--- src/include/dpm_pkg.sv ---
package dpm_pkg;
   localparam int ADDR_W = 12;
   localparam int CNT_W = 32;
   localparam int LAT_W = 16;
   localparam int CH_SEL_W = 6;
   localparam int NUM_DMA_CH = 12;
   // register byte offsets
   localparam logic [11:0] OFF_CONTROL = 12'h800;
   localparam logic [11:0] OFF_M0_RD_DATA = 12'h804;
   localparam logic [11:0] OFF_M0_RD_STALL = 12'h808;
   localparam logic [11:0] OFF_M0_RD_LAT = 12'h80C;
   localparam logic [11:0] OFF_M0_WR_DATA = 12'h810;
   localparam logic [11:0] OFF_M0_WR_STALL = 12'h814;
   localparam logic [11:0] OFF_M0_WR_LAT = 12'h818;
   localparam logic [11:0] OFF_M1_RD_DATA = 12'h81C;
   localparam logic [11:0] OFF_M1_RD_STALL = 12'h820;
   localparam logic [11:0] OFF_M1_RD_LAT = 12'h824;
   localparam logic [11:0] OFF_M1_WR_DATA = 12'h828;
   localparam logic [11:0] OFF_M1_WR_STALL = 12'h82C;
   localparam logic [11:0] OFF_M1_WR_LAT = 12'h830;
   // control register fields
   localparam int BIT_EN0 = 0;
   localparam int BIT_EN1 = 1;
   localparam int BIT_OF0 = 4;
   localparam int BIT_OF1 = 5;
   localparam int BIT_CLR0 = 8;
   localparam int BIT_CLR1 = 9;
   localparam int SEL0_LSB = 16;
   localparam int SEL1_LSB = 24;
   localparam logic [31:0] CTRL_RESET = 32'h0000_0000;
   localparam logic [31:0] CTRL_RW_MASK = 32'h3F3F_0033;
   localparam logic [1:0] RESP_OKAY = 2'h0;
   localparam logic [1:0] RESP_SLVERR = 2'h2;

   // per-channel activity from the dma transfer logic
   typedef struct packed {
      logic rd_data;  // read data moved
      logic rd_stall; // read stalled
      logic rd_start; // read request waiting to start
      logic wr_data;
      logic wr_stall;
      logic wr_start;
   } dpm_activity_t;

   // per-monitor control
   typedef struct packed {
      logic enable;
      logic freeze;
      logic clear;
   } dpm_mon_ctrl_t;

   // per-monitor counter values
   typedef struct packed {
      logic [31:0] rd_data;
      logic [31:0] rd_stall;
      logic [15:0] rd_lat;
      logic [31:0] wr_data;
      logic [31:0] wr_stall;
      logic [15:0] wr_lat;
   } dpm_counts_t;
endpackage

--- src/logic/dpm_monitor.sv ---
`timescale 1ns/1ns
module dpm_monitor (
   input wire logic aclk, // hs bus clock
   input wire logic aresetn, // sync reset, low
   input wire dpm_pkg::dpm_mon_ctrl_t ctrl, // enable, freeze, clear
   input wire dpm_pkg::dpm_activity_t act, // selected channel activity
   output dpm_pkg::dpm_counts_t counts // counter values
);
   logic [31:0] rd_data_q;
   logic [31:0] rd_stall_q;
   logic [31:0] wr_data_q;
   logic [31:0] wr_stall_q;
   logic [15:0] rd_max_q;
   logic [15:0] wr_max_q;
   logic [15:0] rlat_q;
   logic [15:0] wlat_q;
   logic near_ovf;
   logic wrapping;

   function automatic logic [15:0] sat_inc(input logic [15:0] v);
      return (v == 16'hFFFF) ? v : v + 16'h0001;
   endfunction

   // any data/stall counter about to pass its top
   assign near_ovf = ctrl.enable &&
      ((act.rd_data && rd_data_q == 32'hFFFF_FFFF) ||
       (act.rd_stall && rd_stall_q == 32'hFFFF_FFFF) ||
       (act.wr_data && wr_data_q == 32'hFFFF_FFFF) ||
       (act.wr_stall && wr_stall_q == 32'hFFFF_FFFF));
   assign wrapping = near_ovf && !ctrl.freeze;

   // data and stall counters
   always_ff @(posedge aclk) begin
      if (!aresetn) begin
         rd_data_q <= '0;
         rd_stall_q <= '0;
         wr_data_q <= '0;
         wr_stall_q <= '0;
      end else if (ctrl.clear || wrapping) begin
         rd_data_q <= '0;
         rd_stall_q <= '0;
         wr_data_q <= '0;
         wr_stall_q <= '0;
      end else if (ctrl.enable && !near_ovf) begin
         rd_data_q <= rd_data_q + 32'(act.rd_data);
         rd_stall_q <= rd_stall_q + 32'(act.rd_stall);
         wr_data_q <= wr_data_q + 32'(act.wr_data);
         wr_stall_q <= wr_stall_q + 32'(act.wr_stall);
      end
   end

   // running initiation latency, in hs bus cycles
   always_ff @(posedge aclk) begin
      if (!aresetn || ctrl.clear) begin
         rlat_q <= '0;
         wlat_q <= '0;
      end else begin
         rlat_q <= act.rd_start ? sat_inc(rlat_q) : '0;
         wlat_q <= act.wr_start ? sat_inc(wlat_q) : '0;
      end
   end

   // maximum latency
   always_ff @(posedge aclk) begin
      if (!aresetn || ctrl.clear) begin
         rd_max_q <= '0;
         wr_max_q <= '0;
      end else if (ctrl.enable && !(near_ovf && ctrl.freeze)) begin
         if (rlat_q > rd_max_q) begin
            rd_max_q <= rlat_q;
         end
         if (wlat_q > wr_max_q) begin
            wr_max_q <= wlat_q;
         end
      end
   end

   assign counts = '{rd_data: rd_data_q, rd_stall: rd_stall_q, rd_lat: rd_max_q,
                     wr_data: wr_data_q, wr_stall: wr_stall_q, wr_lat: wr_max_q};
endmodule // dpm_monitor

--- src/logic/dpm_top.sv ---
`timescale 1ns/1ns
// Functional notes
// - Monitor 0 counts read stall cycles in 32 bits since its clear.
// - Monitor 1 read stall counter, same behaviour, software read only.
// - Monitor 0 counts write data cycles in 32 bits.
// - Monitor 0 counts write stall cycles in 32 bits.
// - Monitor 1 counts read data cycles in 32 bits.
// - Max latency is 16 low bits; upper sixteen read zero.
// - Monitor 0 read max latency register exists.
// - Monitor 0 write max latency register exists.
// - Monitor 1 read max latency register exists.
// - Latency counted in high-speed bus clock cycles.
// - Latency counter saturates at top, never wraps.
// - Monitor 0 latency cleared only by its clear bit.
// - Writing one clears a monitor; zero ignored; bit reads zero.
// - Freeze off: overflow clears data and stall counters, not max latency; on: all frozen before overflow.
// - Each monitor has an enable; disabled monitor holds its counters.
module dpm_top #(
   parameter int NUM_CH = dpm_pkg::NUM_DMA_CH // dma channels watched
) (
   input wire logic aclk, // hs bus clock, 100 MHz
   input wire logic aresetn, // sync reset, low
   input wire logic [11:0] s_axi_awaddr, // write address
   input wire logic s_axi_awvalid, // write address valid
   output logic s_axi_awready, // write address ready
   input wire logic [31:0] s_axi_wdata, // write data
   input wire logic [3:0] s_axi_wstrb, // write strobes
   input wire logic s_axi_wvalid, // write data valid
   output logic s_axi_wready, // write data ready
   output logic [1:0] s_axi_bresp, // write response
   output logic s_axi_bvalid, // write response valid
   input wire logic s_axi_bready, // write response ready
   input wire logic [11:0] s_axi_araddr, // read address
   input wire logic s_axi_arvalid, // read address valid
   output logic s_axi_arready, // read address ready
   output logic [31:0] s_axi_rdata, // read data
   output logic [1:0] s_axi_rresp, // read response
   output logic s_axi_rvalid, // read valid
   input wire logic s_axi_rready, // read ready
   input wire dpm_pkg::dpm_activity_t [NUM_CH-1:0] dma_act // per channel activity
);
   logic [31:0] ctrl_q;
   logic [11:0] awaddr_q;
   logic aw_held_q;
   logic [31:0] wdata_q;
   logic [3:0] wstrb_q;
   logic w_held_q;
   logic [1:0] clr_q;
   logic do_write;
   logic wr_ok;
   logic rd_ok;
   logic [31:0] rd_word;
   dpm_pkg::dpm_mon_ctrl_t mctrl0, mctrl1;
   dpm_pkg::dpm_activity_t act0, act1;
   dpm_pkg::dpm_counts_t cnt0, cnt1;
   logic [5:0] sel0, sel1;

   function automatic logic [31:0] strb_merge(input logic [31:0] old_v, input logic [31:0] new_v,
                                              input logic [3:0] strb);
      logic [31:0] r;
      r = old_v;
      for (int i = 0; i < 4; i++) begin
         if (strb[i]) begin
            r[i*8 +: 8] = new_v[i*8 +: 8];
         end
      end
      return r;
   endfunction

   function automatic logic addr_known(input logic [11:0] a);
      return (a[1:0] == 2'h0) && (a >= dpm_pkg::OFF_CONTROL) &&
             (a <= dpm_pkg::OFF_M1_WR_LAT);
   endfunction

   function automatic dpm_pkg::dpm_activity_t pick(input dpm_pkg::dpm_activity_t [NUM_CH-1:0] a,
                                                  input logic [5:0] s);
      return (32'(s) < NUM_CH) ? a[s] : '0;
   endfunction

   // write channels: address and data taken in either order
   assign s_axi_awready = !aw_held_q && !s_axi_bvalid;
   assign s_axi_wready = !w_held_q && !s_axi_bvalid;
   assign do_write = aw_held_q && w_held_q && !s_axi_bvalid;
   assign wr_ok = addr_known(awaddr_q);

   always_ff @(posedge aclk) begin
      if (!aresetn) begin
         aw_held_q <= 1'b0;
         awaddr_q <= 12'h000;
         w_held_q <= 1'b0;
         wdata_q <= 32'h0000_0000;
         wstrb_q <= 4'h0;
      end else begin
         if (s_axi_awvalid && s_axi_awready) begin
            aw_held_q <= 1'b1;
            awaddr_q <= s_axi_awaddr;
         end else if (do_write) begin
            aw_held_q <= 1'b0;
         end
         if (s_axi_wvalid && s_axi_wready) begin
            w_held_q <= 1'b1;
            wdata_q <= s_axi_wdata;
            wstrb_q <= s_axi_wstrb;
         end else if (do_write) begin
            w_held_q <= 1'b0;
         end
      end
   end

   always_ff @(posedge aclk) begin
      if (!aresetn) begin
         s_axi_bvalid <= 1'b0;
         s_axi_bresp <= dpm_pkg::RESP_OKAY;
      end else if (do_write) begin
         s_axi_bvalid <= 1'b1;
         s_axi_bresp <= wr_ok ? dpm_pkg::RESP_OKAY : dpm_pkg::RESP_SLVERR;
      end else if (s_axi_bready) begin
         s_axi_bvalid <= 1'b0;
      end
   end

   // control register; clear bits are not stored
   always_ff @(posedge aclk) begin
      if (!aresetn) begin
         ctrl_q <= dpm_pkg::CTRL_RESET;
      end else if (do_write && awaddr_q == dpm_pkg::OFF_CONTROL) begin
         ctrl_q <= strb_merge(ctrl_q, wdata_q, wstrb_q) & dpm_pkg::CTRL_RW_MASK;
      end
   end

   // one-cycle clear pulse on writing one
   always_ff @(posedge aclk) begin
      if (!aresetn) begin
         clr_q <= 2'b00;
      end else if (do_write && awaddr_q == dpm_pkg::OFF_CONTROL && wstrb_q[1]) begin
         clr_q <= {wdata_q[dpm_pkg::BIT_CLR1], wdata_q[dpm_pkg::BIT_CLR0]};
      end else begin
         clr_q <= 2'b00;
      end
   end

   assign sel0 = ctrl_q[dpm_pkg::SEL0_LSB +: dpm_pkg::CH_SEL_W];
   assign sel1 = ctrl_q[dpm_pkg::SEL1_LSB +: dpm_pkg::CH_SEL_W];
   assign act0 = pick(dma_act, sel0);
   assign act1 = pick(dma_act, sel1);
   assign mctrl0 = '{enable: ctrl_q[dpm_pkg::BIT_EN0], freeze: ctrl_q[dpm_pkg::BIT_OF0],
                     clear: clr_q[0]};
   assign mctrl1 = '{enable: ctrl_q[dpm_pkg::BIT_EN1], freeze: ctrl_q[dpm_pkg::BIT_OF1],
                     clear: clr_q[1]};

   dpm_monitor u_mon0 (
      .aclk(aclk),
      .aresetn(aresetn),
      .ctrl(mctrl0),
      .act(act0),
      .counts(cnt0)
   );

   dpm_monitor u_mon1 (
      .aclk(aclk),
      .aresetn(aresetn),
      .ctrl(mctrl1),
      .act(act1),
      .counts(cnt1)
   );

   // read mux
   always_comb begin
      rd_word = 32'h0000_0000;
      case (s_axi_araddr)
         dpm_pkg::OFF_CONTROL: rd_word = ctrl_q;
         dpm_pkg::OFF_M0_RD_DATA: rd_word = cnt0.rd_data;
         dpm_pkg::OFF_M0_RD_STALL: rd_word = cnt0.rd_stall;
         dpm_pkg::OFF_M0_RD_LAT: rd_word = {16'h0000, cnt0.rd_lat};
         dpm_pkg::OFF_M0_WR_DATA: rd_word = cnt0.wr_data;
         dpm_pkg::OFF_M0_WR_STALL: rd_word = cnt0.wr_stall;
         dpm_pkg::OFF_M0_WR_LAT: rd_word = {16'h0000, cnt0.wr_lat};
         dpm_pkg::OFF_M1_RD_DATA: rd_word = cnt1.rd_data;
         dpm_pkg::OFF_M1_RD_STALL: rd_word = cnt1.rd_stall;
         dpm_pkg::OFF_M1_RD_LAT: rd_word = {16'h0000, cnt1.rd_lat};
         dpm_pkg::OFF_M1_WR_DATA: rd_word = cnt1.wr_data;
         dpm_pkg::OFF_M1_WR_STALL: rd_word = cnt1.wr_stall;
         dpm_pkg::OFF_M1_WR_LAT: rd_word = {16'h0000, cnt1.wr_lat};
         default: rd_word = 32'h0000_0000;
      endcase
   end

   assign rd_ok = addr_known(s_axi_araddr);
   assign s_axi_arready = !s_axi_rvalid;

   always_ff @(posedge aclk) begin
      if (!aresetn) begin
         s_axi_rvalid <= 1'b0;
         s_axi_rdata <= 32'h0000_0000;
         s_axi_rresp <= dpm_pkg::RESP_OKAY;
      end else if (s_axi_arvalid && s_axi_arready) begin
         s_axi_rvalid <= 1'b1;
         s_axi_rdata <= rd_word;
         s_axi_rresp <= rd_ok ? dpm_pkg::RESP_OKAY : dpm_pkg::RESP_SLVERR;
      end else if (s_axi_rready) begin
         s_axi_rvalid <= 1'b0;
      end
   end
endmodule // dpm_top

--- config.mk ---
export PLATFORM = sky130hd
export DESIGN_NAME = dpm_top
export DESIGN_NICKNAME = d
export VERILOG_FILES = /design/src/include/dpm_pkg.sv /design/src/logic/dpm_monitor.sv /design/src/logic/dpm_top.sv
export SDC_FILE = /design/constraint.sdc
export NUM_CORES = 1
export LEC_CHECK = 0
export BUFFER_PORTS_ARGS = -buffer_cell sky130_fd_sc_hd__buf_4
export CAP_MARGIN = 15
export CELL_PAD_IN_SITES_DETAIL_PLACEMENT = 0
export CELL_PAD_IN_SITES_GLOBAL_PLACEMENT = 1
export CORE_MARGIN = 1.5
export CORE_UTILIZATION = 46
export DETAILED_ROUTE_END_ITERATION = 7
export GPL_TIMING_DRIVEN = 1
export PLACE_DENSITY = 0.89
export SETUP_SLACK_MARGIN = 0.05
export SKIP_LAST_GASP = 1
export SLEW_MARGIN = 30
export SYNTH_ARGS = -nofsm -noshare
export SYNTH_HDL_FRONTEND = slang
export SYNTH_SLANG_ARGS = --single-unit
export TNS_END_PERCENT = 30
--- constraint.sdc ---
create_clock -name aclk -period 3.55 [get_ports aclk]
set_input_delay 0.71 -clock aclk [delete_from_list [all_inputs] [get_ports aclk]]
set_output_delay 0.71 -clock aclk [all_outputs]
set_load 0.01 [all_outputs]
---- Word level (Yosys, flattened, before mapping) ----
Cells that the tools add are included.
Widths: inputs -> output; s select.
storage, ports and cells
  register bits ........................... 488
  latch bits .............................. 0
  RAM bits ................................ 0
  ROM bits ................................ 0
  bits of input ports ..................... 139
  output and inout port bits .............. 41
  word-level logic and storage cells ...... 173
  memories ................................ 0
cells by class
  $add $sub $neg .......................... 12
  $mul .................................... 0
  divide/modulo/power cells ............... 0
  magnitude comparators ................... 12
  eq/ne operators ......................... 26
  shifts and indexed selects .............. 0
  mux-type cells .......................... 16
  bitwise operators ....................... 5
  reduce and logical (&&, ||, !) cells .... 72
operators by type and width
  operator               number
  $pmux 32 s13           1
  $add 32x1->32          8
  $eq 32x32->1 const B   8
  $eq 12x12->1 const B   14
  $add 16x1->16 const B  4
  $eq 16x16->1 const B   4
  $gt 16x16->1           4
  $bmux 6 s4             2
  $logic_and 1x1->1      31
  $ge 12x12->1 const B   2
  $le 12x12->1 const B   2
  $mux 6                 4
  $reduce_and 2->1       8
  $lt 6x4->1 const B     2
  $lt 6x5->1 const B     2
  $reduce_or 2->1        6
  $logic_not 1->1        11
  $logic_or 1x1->1       10
  $reduce_bool 2->1      4
  $mux 1                 7
  $not 1->1              5
  $logic_not 2->1        2
  $mux 2                 2

---- Depth between registers and ports, before layout ----
  depth in word-level cells ............... 12
  mapped depth ............................ 15
  mapped depth without buffers ............ 12

---- Hierarchy ----
A second synthesis with hierarchy kept.
unflattened totals
  cells, all modules ...................... 3,326
  area total of the unflattened synthesis .. 27,362.5 µm²
by module, submodules not included
  module       times used  cells each  area an instance (µm²)  seq. area each (µm²)
  dpm_monitor  2           1,210       9,937.0                 3,843.7
  dpm_top      1           906         7,488.4                 1,801.7

---- Worst setup path before layout ----
No wires, ideal clock.
  path type ............................... input -> register
  start point ............................. in dma_act[43] in the netlist's numbering
  end point ............................... reg u_mon0.wr_stall_q[19]
  library setup time ...................... 0.070 ns
  data arrival time ....................... 3.133 ns
  required time ........................... 3.480 ns
  setup slack ............................. 0.347 ns
  cell stages on the path ................. 11
  buffers on the path ..................... 3
  path through ............................ mux4_2 -> mux2i_1 -> o21ai_2 -> nor4b_2 -> a2111o_1 -> buf_4 -> or3_1 -> buf_2 -> buf_4 -> or3_1 -> a21oi_1
on the way
  longest elaborated chain between the ends .. 9
  elaborated cells on any way between the ends .. 12
  those cells by class .................... add/sub (1); mux (3); reduce/logical (8)
ends and longest elaborated chain
  item                                                   line               RTL
  start, declared                                        dpm_top.sv:40      input wire dpm_pkg::dpm_activity_t [NUM_CH-1:0] dma_act
  $bmux 6 s4 (*)                                         dpm_top.sv:77      return (32'(s) < NUM_CH) ? a[s] : '0;
  $mux 6 (not written as such) (*)                       dpm_top.sv:77
  $mux 6 (*)                                             dpm_top.sv:77
  branches (longest 6 deep; another with $add 32x1->32)  -
  end signal, assigned                                   dpm_monitor.sv:48  wr_stall_q <= wr_stall_q + 32'(act.wr_stall);
  end, declared                                          dpm_monitor.sv:12  logic [31:0] wr_stall_q;
Every way passes the cells marked *. The select of a mux whose other input is x is not followed.
A chain may end at the register's enable or synchronous reset.

---- Final worst setup path ----
  start point ............................. reg ctrl_q[18]
  end point ............................... reg u_mon0.rd_max_q[4]
on the way
  longest elaborated chain between the ends .. 12
  elaborated cells on any way between the ends .. 16
  those cells by class .................... order compare (1); mux (3); reduce/logical (12)
ends and longest elaborated chain
  item                                         line                                  RTL
  start, declared                              dpm_top.sv:42                         logic [31:0] ctrl_q;
  start signal, assigned                       dpm_top.sv:125                        ctrl_q <= dpm_pkg::CTRL_RESET;
  start signal, assigned                       dpm_top.sv:127                        ctrl_q <= strb_merge(ctrl_q, wdata_q, wstrb_q) & dpm_pkg::CTRL_RW_MASK;
  $bmux 6 s4                                   dpm_top.sv:77
  $mux 6 (not written as such)                 dpm_top.sv:77
  $mux 6 (*)                                   dpm_top.sv:77
  $logic_and 1x1->1, on equally long branches  dpm_monitor.sv:26, dpm_monitor.sv:27
  $logic_or 1x1->1                             dpm_monitor.sv:26                     ((act.rd_data && rd_data_q == 32'hFFFF_FFFF) ||
  $logic_or 1x1->1                             dpm_monitor.sv:27                     (act.rd_stall && rd_stall_q == 32'hFFFF_FFFF) ||
  $logic_or 1x1->1 (*)                         dpm_monitor.sv:28                     (act.wr_data && wr_data_q == 32'hFFFF_FFFF) ||
  $logic_and 1x1->1 (*)                        dpm_monitor.sv:25                     assign near_ovf = ctrl.enable &&
  $logic_and 1x1->1 (*)                        dpm_monitor.sv:68                     end else if (ctrl.enable && !(near_ovf && ctrl.freeze)) begin
  $logic_not 1->1 (*)                          dpm_monitor.sv:68
  $logic_and 1x1->1 (*)                        dpm_monitor.sv:68
  $reduce_and 2->1 (no line) (*)               -
  end signal, assigned                         dpm_monitor.sv:70                     rd_max_q <= rlat_q;
  end, declared                                dpm_monitor.sv:13                     logic [15:0] rd_max_q;
Mark *: on every way between the ends. The rest lies on a longest branch, timed or not. The select of a mux whose other input is x is not followed.

==> reports/results.tsv <==
metric	value	unit
run_status	finished clean	
slew_violations	0	
fmax	293.5	MHz
r2r_end	u_mon0.rd_max_q[4]	
ctsRootBufferMaster	sky130_fd_sc_hd__clkbuf_16	
initial_utilization	46.70	%
syn-cell-area	25830	um2
clock_sinks	474	
ff2ff_setup_slack	0.14	ns
cp-startpoint	ctrl_q[18]	
gr-usage-all-layers	31.46	%
finalHoldWorstSlack	0.3449	ns
finClkSkew	0.02486	ns
fp-row-count	86	
vias	24840	
numCtsBuffers	54	
design.final.nets	3478	
routed_wl	91.68	mm
critical_path.endpoint_type	flip-flop	
number_of_nets_with_antenna_violations_after_routing	0	
number_of_setup_violations_in_the_final_report	0	
place_inst	3947	
via_count_of_the_first_global_routing_pass	23320	
synthArstFlopShare	0	%
finalHoldViolations	0	
die_area	57580	um2
r2r_start	ctrl_q[18]	
ys_warn_count	0	
clock_latency_reported_for_the_late_side_of_the_worst_skew_pair	0.62	ns
critical_path_class	flip-flop to flip-flop	
cts-hold-fix-buffers	0	
synth-seq-area-share	36.74	%
ys_types	73	
first_iter_violations	2858	
timing.hold.worst.class	input pin to flip-flop	
worst_slack_placed	-0.1176	ns
synthesized_area_per_cell	8.364	um2
layout_worst_path_cycle_share	95.97	%
drive_above_1_share	14.07	%
synth_ff_type	sky130_fd_sc_hd__dfxtp_1	
tritoncts	done	
rsz0062_at_grt	yes	
grt_pass1_wl	139.4	mm
max-slew-margin-rel	31.03	%
holdPathStages	2	
ioPinCount	180	
cells_on_worst_reg2reg_path	10	
min_delay_worst_endpoint	s_axi_rvalid	
timing.critical_path.arrival	3.89	ns
place.port_buffers	163	
crit_required	4.03	ns
power.leakage	0.01080	uW
max-cap-violations	0	
number_of_antenna_violations_at_the_first_check_in_global_routing	4	
finalSetupTns	0	ns
worstPathMaxFanout	72	
totalPowerFinal	11730	uW
cts.path.max_buffers	3	
post_route_minimum_period	3.407	ns
synth-edff-count	0	
worst_setup_path_start_kind	flip-flop	
path_clk_slew	0.06	ns
layout.cells.non_filler	4048	
syn_to_final_growth	17.17	%
floorplan.core_area	55310	um2
powerDensity	387.6	nW/um2
postSynthRegisterBits	474	
via_per_inst	6.136	
hold_path_startpoint	s_axi_arvalid	
wl_per_cell	22.65	um
peakVddDrop	0.0003954	V
die-height	240.0	um
tightestPinTransition	1.032	ns
cts_max_level	2	
pre_repair_dr_iteration_count	8	
grt_overflow_total	0	
maximum_number_of_pins_on_one_net_before_global_route_repair	79	
post-dp-hpwl	69.33	mm
routabilityCongestion	1.026	
worst_slack	0.1430	ns
synthesis.instances	3088	
die_w	240.0	um
drc	0	
==> stage by stage <==
stage	util, %	area, um2
detailed placement	51.41	28430
floorplan	-	25830
finish	54.71	30260
CTS	54.68	30240
global placement	51.41	28430
global route	54.71	30260
==> cell families after synthesis <==
| kind of cell | after synthesis | share of synthesized area (%) |
|---|---|---|
| flip-flops | 474 | 36.74 |
| multiplexers | 144 | 6.787 |
| adder cells (fa/ha/maj) | 84 | 4.069 |
| AO/OA/AOI/OAI | 502 | 13.36 |
| XOR/XNOR | 268 | 9.088 |
| buffers and inverters | 282 | 4.428 |
| AND/OR/NAND/NOR | 1333 | 25.51 |
| other | 1 | 0.01452 |
==> per-layer routing <==
metal	up-vias	global-route usage, %	wire [um]
met5	-	0	17
met4	2	14.08	4299
met3	225	6.464	9358
met2	1223	49.66	40450
met1	11900	41.39	37560
li1	11490	-	-
==> what timing repair did <==
item	CTS	global route
setup endpoints to repair	32	87
resized for setup	1	4
setup buffers	0	0
==> power by group <==
group          leakage (uW)  total [uW]  internal, uW  switching (uW)
sequential          0.00383        5430          5380            49.1
combinational       0.00607         605           260             345
clock              0.000897        5700          3340            2350
==> critical path, stage by stage (launching register included) <==
cell                       delay, ns
sky130_fd_sc_hd__dfxtp_1        0.54
sky130_fd_sc_hd__nor2b_1        0.50
sky130_fd_sc_hd__a22oi_1        0.23
sky130_fd_sc_hd__nand2_1        0.11
sky130_fd_sc_hd__o21ai_1        0.20
sky130_fd_sc_hd__a2111o_2       0.54
sky130_fd_sc_hd__clkbuf_8       0.34
sky130_fd_sc_hd__and2_1         0.30
sky130_fd_sc_hd__buf_12         0.17
sky130_fd_sc_hd__o21ai_0        0.20
sky130_fd_sc_hd__a21boi_0       0.12
==> flip-flops by register name (all words and copies together), names as in the netlist, 18 cells and up <==
name and cells:
s_axi_rdata 32, u_mon0.rd_data_q 32, u_mon0.rd_stall_q 32, u_mon0.wr_data_q 32, u_mon0.wr_stall_q 32, u_mon1.rd_data_q 32, u_mon1.rd_stall_q 32, u_mon1.wr_data_q 32
u_mon1.wr_stall_q 32, wdata_q 18
==> final cells by class <==
type / instances / area [um2]
Multi-Input combinational cell: 2333 / 15270
Inverter: 95 / 356.6
Tap cell: 748 / 935.9
Antenna cell: 2 / 5.005
Timing Repair Buffer: 297 / 2399
Sequential cell: 474 / 9493
Fill cell: 5150 / 25050
Clock inverter: 18 / 151.4
Clock buffer: 81 / 1654
==> placed cells by master (no fill, tap or decap), types with 40 or more instances in the layout <==
cell / n
sky130_fd_sc_hd__a21boi_0: 68
sky130_fd_sc_hd__a21oi_1: 62
sky130_fd_sc_hd__a221oi_1: 43
sky130_fd_sc_hd__a31oi_1: 47
sky130_fd_sc_hd__and3_1: 47
sky130_fd_sc_hd__and4_1: 40
sky130_fd_sc_hd__buf_4: 283
sky130_fd_sc_hd__clkbuf_16: 55
sky130_fd_sc_hd__dfxtp_1: 471
sky130_fd_sc_hd__ha_1: 84
sky130_fd_sc_hd__inv_1: 95
sky130_fd_sc_hd__mux2i_1: 102
sky130_fd_sc_hd__nand2_1: 240
sky130_fd_sc_hd__nand3_1: 156
sky130_fd_sc_hd__nand4_1: 124
sky130_fd_sc_hd__nor2_1: 393
sky130_fd_sc_hd__nor3_1: 108
sky130_fd_sc_hd__nor4_1: 83
sky130_fd_sc_hd__o21ai_0: 128
sky130_fd_sc_hd__xnor2_1: 176
sky130_fd_sc_hd__xor2_1: 92
==> Yosys cell counts (all sizes together), types with 8 or more instances <==
library cell | n | area [um2]
mux2 | 19 | 214.0
and4 | 40 | 350.3
nor3 | 111 | 555.5
ha | 84 | 1051
xnor2 | 176 | 1541
a21o | 12 | 90.09
a222oi | 28 | 280.3
a22o | 28 | 245.2
mux4 | 23 | 518.0
xor2 | 92 | 805.8
nand2 | 240 | 900.9
o21ai | 130 | 654.4
o21a | 10 | 75.07
or3 | 26 | 162.7
a21boi | 69 | 518.0
buf | 57 | 299.0
nor2b | 36 | 225.2
or2 | 8 | 50.05
a21oi | 62 | 310.3
a221oi | 43 | 376.6
nor4 | 84 | 531.8
a22oi | 31 | 232.7
inv | 95 | 356.6
and2 | 23 | 143.9
clkbuf | 130 | 488.0
a31oi | 47 | 294.0
nand4 | 124 | 775.7
dfxtp | 474 | 9489
nor4b | 10 | 93.84
nand2b | 9 | 56.30
and3 | 47 | 294.0
nand3 | 158 | 795.8
nor2 | 397 | 1490
mux2i | 102 | 1021
==> worst max-delay path by stage <==
stage | endpoint | cells past startpoint
5_1_grt | u_mon0.wr_stall_q[20] | 15
3_3_place_gp | u_mon0.wr_max_q[7] | 12
6_report | u_mon0.rd_max_q[4] | 10
3_5_place_dp | u_mon0.wr_max_q[7] | 12
2_1_floorplan | u_mon0.wr_stall_q[19] | 11
4_1_cts | u_mon0.rd_max_q[4] | 11
Note: power is estimated with default switching activity, not from simulation.
